$ cat config.mk
export PLATFORM = sky130hd
export DESIGN_NAME = cco_seq
export DESIGN_NICKNAME = d
export VERILOG_FILES = /design/src/include/cco_pkg.sv /design/src/core/cco_seq.sv
export VERILOG_INCLUDE_DIRS = /design/src /design/src/include
export SDC_FILE = /design/constraint.sdc
export NUM_CORES = 1
export LEC_CHECK = 0
export BUFFER_PORTS_ARGS = -buffer_cell sky130_fd_sc_hd__clkbuf_2
export CAP_MARGIN = 20
export CORE_ASPECT_RATIO = 2
export CORE_MARGIN = 2
export CORE_UTILIZATION = 50
export CTS_CLUSTER_DIAMETER = 100
export DETAILED_ROUTE_END_ITERATION = 6
export GPL_TIMING_DRIVEN = 0
export PLACE_DENSITY = 0.69
export SYNTH_ARGS = -nofsm -noshare
export SYNTH_HDL_FRONTEND = slang
export SYNTH_SLANG_ARGS = --single-unit
$ cat constraint.sdc
create_clock -name sys_clk -period 13.4 [get_ports sys_clk]
set_input_delay 0 -clock sys_clk [delete_from_list [all_inputs] [get_ports sys_clk]]
set_output_delay 0 -clock sys_clk [all_outputs]
set_load 0.01 [all_outputs]
$ cat src/include/cco_consts.svh
// constants for the coprocessor conditional-instruction sequencer
// assumes a 10 MHz sys_clk and a 16-bit instruction word stream
`ifndef CCO_CONSTS_SVH
`define CCO_CONSTS_SVH
`define CCO_OFS_CTRL    8'h00
`define CCO_OFS_OPWORD  8'h04
`define CCO_OFS_PC      8'h08
`define CCO_OFS_STATUS  8'h0c
`define CCO_OFS_NEXTPC  8'h10
`define CCO_OFS_DREG    8'h20
`define CCO_CTRL_START  0
`define CCO_CTRL_CPX_LO 1
`define CCO_CTRL_EAX_LO 4
`define CCO_CTRL_RST    7'h00
`define CCO_FLINE       4'hf
`define CCO_PAT_SCC     3'b001
`define CCO_PAT_DBCC    6'b001001
`define CCO_PAT_TRAP    6'b001111
`define CCO_OPM_ONE     3'b010
`define CCO_OPM_TWO     3'b011
`define CCO_OPM_ZERO    3'b100
`define CCO_RSP_CA      15
`define CCO_RSP_KIND_HI 14
`define CCO_RSP_KIND_LO 13
`define CCO_RSP_NULL    2'b00
`define CCO_RSP_TRUE    0
`define CCO_BYTE_TRUE   8'hff
`define CCO_BYTE_FALSE  8'h00
`define CCO_CNT_END     16'hffff
`endif

$ cat src/include/cco_pkg.sv
// types for the coprocessor conditional-instruction sequencer
// assumes cco_consts.svh sits on the include path
package cco_pkg;
    typedef enum logic [7:0] {
        ST_IDLE  = 8'h01,
        ST_FSEL  = 8'h02,
        ST_WCOND = 8'h04,
        ST_RRESP = 8'h08,
        ST_SVC   = 8'h10,
        ST_FDISP = 8'h20,
        ST_STORE = 8'h40,
        ST_FIN   = 8'h80
    } cco_state_e;
    typedef struct packed {
        logic        req;
        logic        wr;
        logic        resp;
        logic [15:0] wdata;
    } cco_cp_req_s;
    typedef struct packed {
        logic illegal;
        logic proto;
        logic trap;
        logic branch;
        logic cond;
        logic done;
        logic busy;
    } cco_status_s;
endpackage

$ cat src/core/cco_seq.sv
// main-processor sequencer for coprocessor conditional instructions
// assumes an apb master, an instruction fetch port, a coprocessor
// interface port, a service unit and an effective-address store unit
//
// Added by the designer: register access over APB and the placing of the registers.
`timescale 1ns/1ns
`include "cco_consts.svh"

module cco_seq
    import cco_pkg::*;
(
    // clock and reset
    input  wire logic        sys_clk,
    input  wire logic        nrst,
    // apb slave
    input  wire logic        psel,
    input  wire logic        penable,
    input  wire logic        pwrite,
    input  wire logic [7:0]  paddr,
    input  wire logic [31:0] pwdata,
    output logic      [31:0] prdata,
    output logic             pready,
    output logic             pslverr,
    // instruction fetch
    output logic             fetch_req,
    output logic      [31:0] fetch_addr,
    input  wire logic        fetch_ack,
    input  wire logic [15:0] fetch_data,
    // coprocessor interface registers
    output cco_cp_req_s      cp_out,
    output logic      [2:0]  coprocessor_identifier,
    input  wire logic        cp_ack,
    input  wire logic [15:0] cp_rdata,
    // response primitive service
    output logic             svc_req,
    output logic      [15:0] svc_word,
    input  wire logic        svc_ack,
    // destination byte store
    output logic             st_req,
    output logic      [5:0]  st_mode,
    output logic      [31:0] st_ext_ptr,
    output logic      [7:0]  st_data,
    input  wire logic        st_ack,
    // exception starts
    output logic             excp_trap,
    output logic             excp_proto
);
    function automatic logic [31:0] words(input logic [2:0] n);
        words = {28'h0, n, 1'b0};
    endfunction

    cco_state_e  st_q, st_d;
    cco_status_s stat_q;
    logic [15:0] op_q, sel_q;
    logic [6:0]  ctrl_q;
    logic [31:0] pc_q, scan_q, next_q;
    logic [31:0] dreg_q [8];
    logic        cond_q, trap_p_q, proto_p_q;

    // opword decode; decrement and trap patterns win over set-byte
    wire        fline    = op_q[15:12] == `CCO_FLINE;
    wire        is_dbcc  = fline && op_q[8:3] == `CCO_PAT_DBCC;
    wire        is_trap  = fline && op_q[8:3] == `CCO_PAT_TRAP;
    wire        is_scc   = fline && op_q[8:6] == `CCO_PAT_SCC
                           && !is_dbcc && !is_trap;
    wire        opm_ok   = op_q[2:0] == `CCO_OPM_ONE
                           || op_q[2:0] == `CCO_OPM_TWO
                           || op_q[2:0] == `CCO_OPM_ZERO;
    wire [2:0]  opm_cnt  = op_q[2:0] == `CCO_OPM_ONE ? 3'd1 :
                           op_q[2:0] == `CCO_OPM_TWO ? 3'd2 : 3'd0;
    wire        legal    = is_scc || is_dbcc || (is_trap && opm_ok);
    wire [2:0]  cpx_cnt  = ctrl_q[`CCO_CTRL_CPX_LO +: 3];
    // more than five address words is clipped, the limit of any mode
    wire [2:0]  eax_raw  = ctrl_q[`CCO_CTRL_EAX_LO +: 3];
    wire [2:0]  eax_cnt  = eax_raw > 3'd5 ? 3'd5 : eax_raw;

    // apb decode; zero wait states
    wire        acc      = psel && penable;
    wire        wr_en    = acc && pwrite;
    wire        is_dreg  = paddr[7:5] == 3'b001 && paddr[1:0] == 2'b00;
    wire [2:0]  dreg_ix  = paddr[4:2];
    wire        hit      = paddr == `CCO_OFS_CTRL
                           || paddr == `CCO_OFS_OPWORD
                           || paddr == `CCO_OFS_PC
                           || paddr == `CCO_OFS_STATUS
                           || paddr == `CCO_OFS_NEXTPC || is_dreg;
    wire        start    = wr_en && paddr == `CCO_OFS_CTRL
                           && pwdata[`CCO_CTRL_START] && st_q == ST_IDLE;

    // response decode
    wire        rsp_ca   = cp_rdata[`CCO_RSP_CA];
    wire        rsp_null = cp_rdata[`CCO_RSP_KIND_HI:`CCO_RSP_KIND_LO]
                           == `CCO_RSP_NULL;
    wire        rsp_fin  = rsp_null && !rsp_ca;
    wire        rsp_bad  = !rsp_null && !rsp_ca;
    wire        rsp_tru  = cp_rdata[`CCO_RSP_TRUE];
    wire        rsp_got  = st_q == ST_RRESP && cp_ack;

    // loop counter: low word only
    wire [31:0] cnt_old  = dreg_q[op_q[2:0]];
    wire [15:0] cnt_new  = cnt_old[15:0] - 16'h1;
    wire        cnt_end  = cnt_new == `CCO_CNT_END;
    wire [31:0] disp_x   = {{16{fetch_data[15]}}, fetch_data};
    wire        disp_got = st_q == ST_FDISP && fetch_ack;

    always_comb begin
        st_d = st_q;
        unique case (st_q)
            ST_IDLE:  if (start && legal) st_d = ST_FSEL;
            ST_FSEL:  if (fetch_ack) st_d = ST_WCOND;
            ST_WCOND: if (cp_ack) st_d = ST_RRESP;
            ST_RRESP: begin
                if (cp_ack) begin
                    if (rsp_fin && is_scc)
                        st_d = ST_STORE;
                    else if (rsp_fin && is_dbcc && !rsp_tru)
                        st_d = ST_FDISP;
                    else if (rsp_fin || rsp_bad)
                        st_d = ST_FIN;
                    else if (!rsp_null)
                        st_d = ST_SVC;
                end
            end
            ST_SVC:   if (svc_ack) st_d = ST_RRESP;
            ST_FDISP: if (fetch_ack) st_d = ST_FIN;
            ST_STORE: if (st_ack) st_d = ST_FIN;
            ST_FIN:   st_d = ST_IDLE;
        endcase
    end

    always_ff @(posedge sys_clk) begin
        if (!nrst)
            st_q <= ST_IDLE;
        else
            st_q <= st_d;
    end

    // apb-held configuration and instruction words
    always_ff @(posedge sys_clk) begin
        if (!nrst) begin
            ctrl_q <= `CCO_CTRL_RST;
            op_q   <= 16'h0;
            pc_q   <= 32'h0;
        end else if (wr_en && st_q == ST_IDLE) begin
            if (paddr == `CCO_OFS_CTRL)
                ctrl_q <= {pwdata[6:1], 1'b0};
            if (paddr == `CCO_OFS_OPWORD)
                op_q <= pwdata[15:0];
            if (paddr == `CCO_OFS_PC)
                pc_q <= pwdata;
        end
    end

    // the sequencer owns the counter only in ST_FDISP, so a bus write in the cycle
    // the displacement arrives is dropped rather than racing the decrement
    always_ff @(posedge sys_clk) begin
        if (!nrst) begin
            for (int i = 0; i < 8; i++)
                dreg_q[i] <= 32'h0;
        end else if (disp_got && !cond_q) begin
            dreg_q[op_q[2:0]] <= {cnt_old[31:16], cnt_new};
        end else if (wr_en && is_dreg) begin
            dreg_q[dreg_ix] <= pwdata;
        end
    end

    // scan pointer walk
    always_ff @(posedge sys_clk) begin
        if (!nrst) begin
            scan_q <= 32'h0;
            sel_q  <= 16'h0;
        end else if (start) begin
            scan_q <= pc_q + 32'h2;
        end else if (st_q == ST_FSEL && fetch_ack) begin
            sel_q  <= fetch_data;
            scan_q <= scan_q + 32'h2 + words(cpx_cnt);
        end
    end

    // result, next address and exception pulses
    always_ff @(posedge sys_clk) begin
        if (!nrst) begin
            cond_q    <= 1'b0;
            next_q    <= 32'h0;
            stat_q    <= '0;
            trap_p_q  <= 1'b0;
            proto_p_q <= 1'b0;
        end else begin
            trap_p_q  <= 1'b0;
            proto_p_q <= 1'b0;
            if (start) begin
                stat_q      <= '0;
                stat_q.busy <= legal;
                stat_q.done <= !legal;
                stat_q.illegal <= !legal;
            end
            if (rsp_got && rsp_fin) begin
                cond_q      <= rsp_tru;
                stat_q.cond <= rsp_tru;
                if (is_dbcc && rsp_tru)
                    next_q <= scan_q + 32'h2;
                if (is_trap) begin
                    next_q <= scan_q + words(opm_cnt);
                    stat_q.trap <= rsp_tru;
                    trap_p_q    <= rsp_tru;
                end
            end
            if (rsp_got && rsp_bad) begin
                stat_q.proto <= 1'b1;
                proto_p_q    <= 1'b1;
            end
            if (disp_got) begin
                stat_q.branch <= !cnt_end;
                next_q <= cnt_end ? scan_q + 32'h2
                                  : scan_q + disp_x;
            end
            if (st_q == ST_STORE && st_ack)
                next_q <= scan_q + words(eax_cnt);
            if (st_q == ST_FIN) begin
                stat_q.busy <= 1'b0;
                stat_q.done <= 1'b1;
            end
        end
    end

    // apb read path
    always_ff @(posedge sys_clk) begin
        if (!nrst)
            prdata <= 32'h0;
        else if (psel && !penable && !pwrite) begin
            if (paddr == `CCO_OFS_CTRL)
                prdata <= {25'h0, ctrl_q};
            else if (paddr == `CCO_OFS_OPWORD)
                prdata <= {16'h0, op_q};
            else if (paddr == `CCO_OFS_PC)
                prdata <= pc_q;
            else if (paddr == `CCO_OFS_STATUS)
                prdata <= {25'h0, stat_q};
            else if (paddr == `CCO_OFS_NEXTPC)
                prdata <= next_q;
            else if (is_dreg)
                prdata <= dreg_q[dreg_ix];
            else
                prdata <= 32'h0;
        end
    end

    assign pready     = 1'b1;
    assign pslverr    = acc && !hit;
    assign fetch_req  = st_q == ST_FSEL || st_q == ST_FDISP;
    assign fetch_addr = st_q == ST_FSEL ? pc_q + 32'h2 : scan_q;
    assign cp_out.req   = st_q == ST_WCOND || st_q == ST_RRESP;
    assign cp_out.wr    = st_q == ST_WCOND;
    assign cp_out.resp  = st_q == ST_RRESP;
    assign cp_out.wdata = sel_q;
    assign coprocessor_identifier = op_q[11:9];
    assign svc_req    = st_q == ST_SVC;
    assign svc_word   = cp_rdata;
    assign st_req     = st_q == ST_STORE;
    assign st_mode    = op_q[5:0];
    assign st_ext_ptr = scan_q;
    assign st_data    = cond_q ? `CCO_BYTE_TRUE : `CCO_BYTE_FALSE;
    assign excp_trap  = trap_p_q;
    assign excp_proto = proto_p_q;
endmodule

==> report_table.html <==
<table>
<tr><th>Metric</th><th>Value</th></tr>
<tr><th colspan="2">Detailed routing</th></tr>
<tr><td>Post-detailed-route count of antenna-violating nets</td><td>0</td></tr>
<tr><td>Vias per std cell</td><td>6.73</td></tr>
<tr><td>Routed wire per std cell</td><td>32.9 µm</td></tr>
<tr><td>Initial DRC Count</td><td>2836</td></tr>
<tr><td>Router iterations before antenna repair</td><td>7</td></tr>
<tr><td>Routed Wire Length</td><td>131 mm</td></tr>
<tr><td>Total number of vias</td><td>26814</td></tr>
<tr><td>Post-route DRC violation count</td><td>2</td></tr>
<tr><th colspan="2">Synth</th></tr>
<tr><td>Total standard cell area after synthesis</td><td>27300 µm²</td></tr>
<tr><td>Number of distinct library cells after synthesis</td><td>92</td></tr>
<tr><td>Syn Nets</td><td>3049</td></tr>
<tr><td>Synthesized area divided by synthesized cell count</td><td>9.36 µm²</td></tr>
<tr><td>Post-synth EDFFs</td><td>256</td></tr>
<tr><td>Synth warnings</td><td>0</td></tr>
<tr><td>Synth area leaders</td><td>sky130_fd_sc_hd__edfxtp_1, sky130_fd_sc_hd__dfxtp_1, sky130_fd_sc_hd__mux4_2</td></tr>
<tr><td>Share of synthesized area occupied by flip-flops and latches</td><td>41.8%</td></tr>
<tr><td>Predominant post-synthesis flop cell</td><td>sky130_fd_sc_hd__edfxtp_1</td></tr>
<tr><td>Share of flip-flops with an asynchronous set or reset after synthesis</td><td>0%</td></tr>
<tr><td>Flip-flop and latch count after synthesis</td><td>443</td></tr>
<tr><td>Yosys top cell area share</td><td>28.1%</td></tr>
<tr><td>Cell count after synthesis</td><td>2921</td></tr>
<tr><td>Largest area contributor in the netlist</td><td>sky130_fd_sc_hd__edfxtp_1</td></tr>
<tr><th colspan="2">Setup path</th></tr>
<tr><td>Slowest Stage Delay on Critical Path</td><td>0.87 ns</td></tr>
<tr><td>Data required time at the worst endpoint</td><td>13.82 ns</td></tr>
<tr><td>Largest delay share family, worst path</td><td>buffers and inverters</td></tr>
<tr><td>Crit-path slowest cell</td><td>sky130_fd_sc_hd__a2111oi_0</td></tr>
<tr><td>Worst Reg-to-Reg Cells</td><td>18</td></tr>
<tr><td>CP arrival</td><td>7.38 ns</td></tr>
<tr><td>Cell mode on critical path</td><td>sky130_fd_sc_hd__buf_2</td></tr>
<tr><td>Crit path kind</td><td>reg -&gt; reg</td></tr>
<tr><td>R2R Setup Slk</td><td>6.45 ns</td></tr>
<tr><td>Series of cell instances along the critical path</td><td>buf_2, buf_2, buf_2, buf_2, buf_1, mux4_2, mux2i_1, ha_1, and2_0, buf_2, and3_1, xor2_1, or4b_1, or4_1, buf_2, buf_2, a2111oi_0, nor3_1</td></tr>
<tr><td>Count of buffering cells on the critical path with inverters included</td><td>8</td></tr>
<tr><td>Endpoint of the most critical register-to-register path</td><td>next_q[10]</td></tr>
<tr><td>Critical path capture point type</td><td>register</td></tr>
<tr><td>Setup crit start kind</td><td>register</td></tr>
<tr><td>Maximum fanout count along the critical path</td><td>10</td></tr>
<tr><th colspan="2">Run status</th></tr>
<tr><td>Failing checks</td><td>DRC</td></tr>
<tr><td>Run status</td><td>complete, but fails checks</td></tr>
<tr><th colspan="2">Floorplan</th></tr>
<tr><td>Starting density of the core</td><td>50.5%</td></tr>
<tr><td>Placement row count</td><td>121</td></tr>
<tr><td>Floorplan core area</td><td>54200 µm²</td></tr>
<tr><td>I/O pins</td><td>236</td></tr>
<tr><td>Total die area</td><td>56700 µm²</td></tr>
<tr><td>Vert. Die Dim</td><td>335 µm</td></tr>
<tr><td>DIE WIDTH</td><td>169 µm</td></tr>
<tr><th colspan="2">Timing</th></tr>
<tr><td>Final Hold Vio Count</td><td>0</td></tr>
<tr><td>Worst-Margin Slew</td><td>1.30 ns</td></tr>
<tr><td>Clock period minus worst slack</td><td>6.95 ns</td></tr>
<tr><td>Max Clock Freq</td><td>144 MHz</td></tr>
<tr><td>Clk_skew</td><td>0.0211 ns</td></tr>
<tr><td>Final Slew Violations</td><td>0</td></tr>
<tr><td>Final number of setup-violating endpoints</td><td>0</td></tr>
<tr><td>Headroom to the max-slew limit</td><td>13.4%</td></tr>
<tr><td>RSZ-0062 raised after global routing</td><td>no</td></tr>
<tr><td>Final Cycle Share</td><td>51.9%</td></tr>
<tr><td>Final total negative setup slack</td><td>0 ns</td></tr>
<tr><th colspan="2">Global route</th></tr>
<tr><td>Largest net degree at the start of global routing</td><td>25</td></tr>
<tr><td>First-pass GRT wire length</td><td>183 mm</td></tr>
<tr><td>Global route overflow</td><td>0</td></tr>
<tr><td>Number of global-route vias before repair</td><td>27159</td></tr>
<tr><td>Total track usage</td><td>45.9%</td></tr>
<tr><td>Initial antenna violation count</td><td>9</td></tr>
<tr><th colspan="2">Power and ir drop</th></tr>
<tr><td>Power Internal</td><td>2.29 mW</td></tr>
<tr><td>Net switching power figure</td><td>0.836 mW</td></tr>
<tr><td>Leakage component of the power</td><td>11.4 nW</td></tr>
<tr><td>Sequential cell fraction of total power</td><td>48.0%</td></tr>
<tr><td>Clk network pwr share</td><td>40.3%</td></tr>
<tr><td>Combinational power share</td><td>11.7%</td></tr>
<tr><td>Switching share of total power</td><td>26.8%</td></tr>
<tr><td>Final Power</td><td>3.12 mW</td></tr>
<tr><td>Power Dens Cells</td><td>98.4 nW/µm²</td></tr>
<tr><td>Worst vdd rail ir drop</td><td>0.000120 V</td></tr>
<tr><th colspan="2">Clocking</th></tr>
<tr><td>Total clock buffers created by CTS</td><td>42</td></tr>
<tr><td>Number of H-tree branching levels</td><td>2</td></tr>
<tr><td>Post-CTS clock slew at the launch and capture registers of the worst setup and hold paths</td><td>0.07 ns</td></tr>
<tr><td>Post-cts gate resize count</td><td>0</td></tr>
<tr><td>Count of clock tree sinks</td><td>443</td></tr>
<tr><td>Bufs on Longest Clock Path</td><td>3</td></tr>
<tr><td>Later-pin clock latency in the skew report</td><td>0.59 ns</td></tr>
<tr><td>Clock tree from TritonCTS</td><td>done</td></tr>
<tr><td>CTS Root Buffer Type</td><td>sky130_fd_sc_hd__clkbuf_16</td></tr>
<tr><th colspan="2">Hold path</th></tr>
<tr><td>Destination of the worst hold path</td><td>prdata[4]</td></tr>
<tr><td>Hold path cells</td><td>5</td></tr>
<tr><td>Worst hold-check path type</td><td>in -&gt; reg</td></tr>
<tr><td>Worst hold path startpoint</td><td>psel</td></tr>
<tr><th colspan="2">Finish</th></tr>
<tr><td>Area Growth Syn to Fin</td><td>16.1%</td></tr>
<tr><td>Number of filler instances in the final layout</td><td>4804</td></tr>
<tr><td>Fraction of layout instances using a drive strength above 1</td><td>16.3%</td></tr>
<tr><td>Final nets</td><td>3403</td></tr>
<tr><th colspan="2">Placement</th></tr>
<tr><td>Final GP Congestion</td><td>1.03</td></tr>
<tr><td>Count of buffers from port buffering</td><td>218</td></tr>
<tr><td>DPL Wire Length</td><td>101 mm</td></tr>
<tr><th colspan="2">Flow run</th></tr>
<tr><td>Max cap viols</td><td>0</td></tr>
</table>
[kinds of logic (layout without fill, tap and decap cells)]
kind of cell	Yosys count	in the layout	share of synthesized area [%]
other cells	1	5	0.0137
mux	222	222	14.0
flops	443	443	41.8
compound gates	644	644	14.7
buf+inv	292	676	4.72
xor+xnor	129	129	4.13
fa+ha+maj	47	47	2.26
simple gates	1143	1143	18.4
[area by class of cell]
cell class	count	area (µm²)	area share, %
clock inverters	22	239	0.753
plain buffers	251	1140	3.58
multi-input cells	2186	14700	46.2
well taps	676	846	2.66
inverters	41	154	0.485
diodes	4	10.0	0.0315
clock buffers	52	1150	3.62
repair buffers	310	2120	6.69
flip-flops and latches	443	11400	36.0
[power by group through the flow]
| stage | combinational [mW] | sequential [mW] | clock (mW) |
|---|---|---|---|
| floorplan | 0.190 | 1.52 | 0 |
| global placement | 0.320 | 1.52 | 0 |
| detailed placement | 0.332 | 1.53 | 0 |
| CTS | 0.346 | 1.50 | 1.25 |
| global route | 0.380 | 1.50 | 1.29 |
| finish | 0.365 | 1.50 | 1.26 |
[per-layer routing]
layer  global-route usage (%)  part of all wire (%)  vias to the layer above  routed length (µm)
li1                         -                     -                    11403                   -
met1                     42.8                    29                    12797               38400
met2                     78.5                    49                     1849               64100
met3                     10.6                   8.6                      753               11300
met4                     48.2                    13                       12               17100
met5                        0                 0.060                        -                  78
[Yosys cell counts (all sizes together) (58+ instances only)]
cell / instances
a21oi: 206
o21ai: 169
xnor2: 75
clkbuf: 169
nor2: 429
nand3: 78
mux4: 123
mux2i: 87
dfxtp: 187
nor3: 58
buf: 82
edfxtp: 256
nand2: 405
[layout by cell type (no fill, tap or decap), types with 54 or more instances in the layout]
cell type / synthesis / final
sky130_fd_sc_hd__a21oi_1: 206 / 206
sky130_fd_sc_hd__clkbuf_1: 169 / 174
sky130_fd_sc_hd__clkbuf_2: 0 / 218
sky130_fd_sc_hd__dfxtp_1: 187 / 187
sky130_fd_sc_hd__dlygate4sd3_1: 0 / 62
sky130_fd_sc_hd__edfxtp_1: 256 / 256
sky130_fd_sc_hd__mux2i_1: 83 / 83
sky130_fd_sc_hd__mux4_2: 118 / 118
sky130_fd_sc_hd__nand2_1: 405 / 397
sky130_fd_sc_hd__nand3_1: 77 / 77
sky130_fd_sc_hd__nor2_1: 429 / 429
sky130_fd_sc_hd__nor3_1: 57 / 57
sky130_fd_sc_hd__o21ai_0: 136 / 136
sky130_fd_sc_hd__xnor2_1: 75 / 75
sky130_fd_sc_hd__xor2_1: 54 / 54
[worst max-delay path by stage]
| stage | endpoint | cells after the start | startpoint |
|---|---|---|---|
| 2_1_floorplan | next_q[10] | 17 | register |
| 3_3_place_gp | next_q[31] | 13 | st_ext_ptr[1] |
| 3_5_place_dp | next_q[10] | 18 | register |
| 4_1_cts | next_q[10] | 18 | register |
| 5_1_grt | next_q[10] | 18 | register |
| 6_report | next_q[10] | 18 | register |
[registers in the layout, summed over array words and instances (netlist names), named ones only]
register,count
excp_proto,1
next_q,32
pc_q,32
cond_q,1
ctrl_q,6
excp_trap,1
dreg_q,256
op_q,16
prdata,32
stat_q,7
st_q,8
st_ext_ptr,32
sel_q,16
[what timing repair did]
item,CTS,global route
endpoints found under the hold margin,153,0
hold buffers,62,0
setup endpoints to repair,0,0
buffers inserted,0,0
[per-stage QoR]
step	cell area [µm²]	hold WS [ns]	worst slack (ns)	cells	util, %
after floorplan	27300	0.0918	8.63	2921	-
after global placement	29300	0.189	6.46	3815	54.0
after detailed placement	29600	0.188	6.71	3837	54.6
after CTS	31600	0.106	6.64	3973	58.3
after global routing	31700	0.191	6.42	3981	58.6
final	31700	0.126	6.45	3985	58.6
[worst min-delay path, cell delays in order]
cell                       delay, ns
sky130_fd_sc_hd__clkbuf_2       0.15
sky130_fd_sc_hd__nand2_1        0.08
sky130_fd_sc_hd__clkbuf_1       0.24
sky130_fd_sc_hd__nand2_1        0.13
sky130_fd_sc_hd__a21oi_1        0.05
Note: power is estimated with default switching activity, not from simulation.
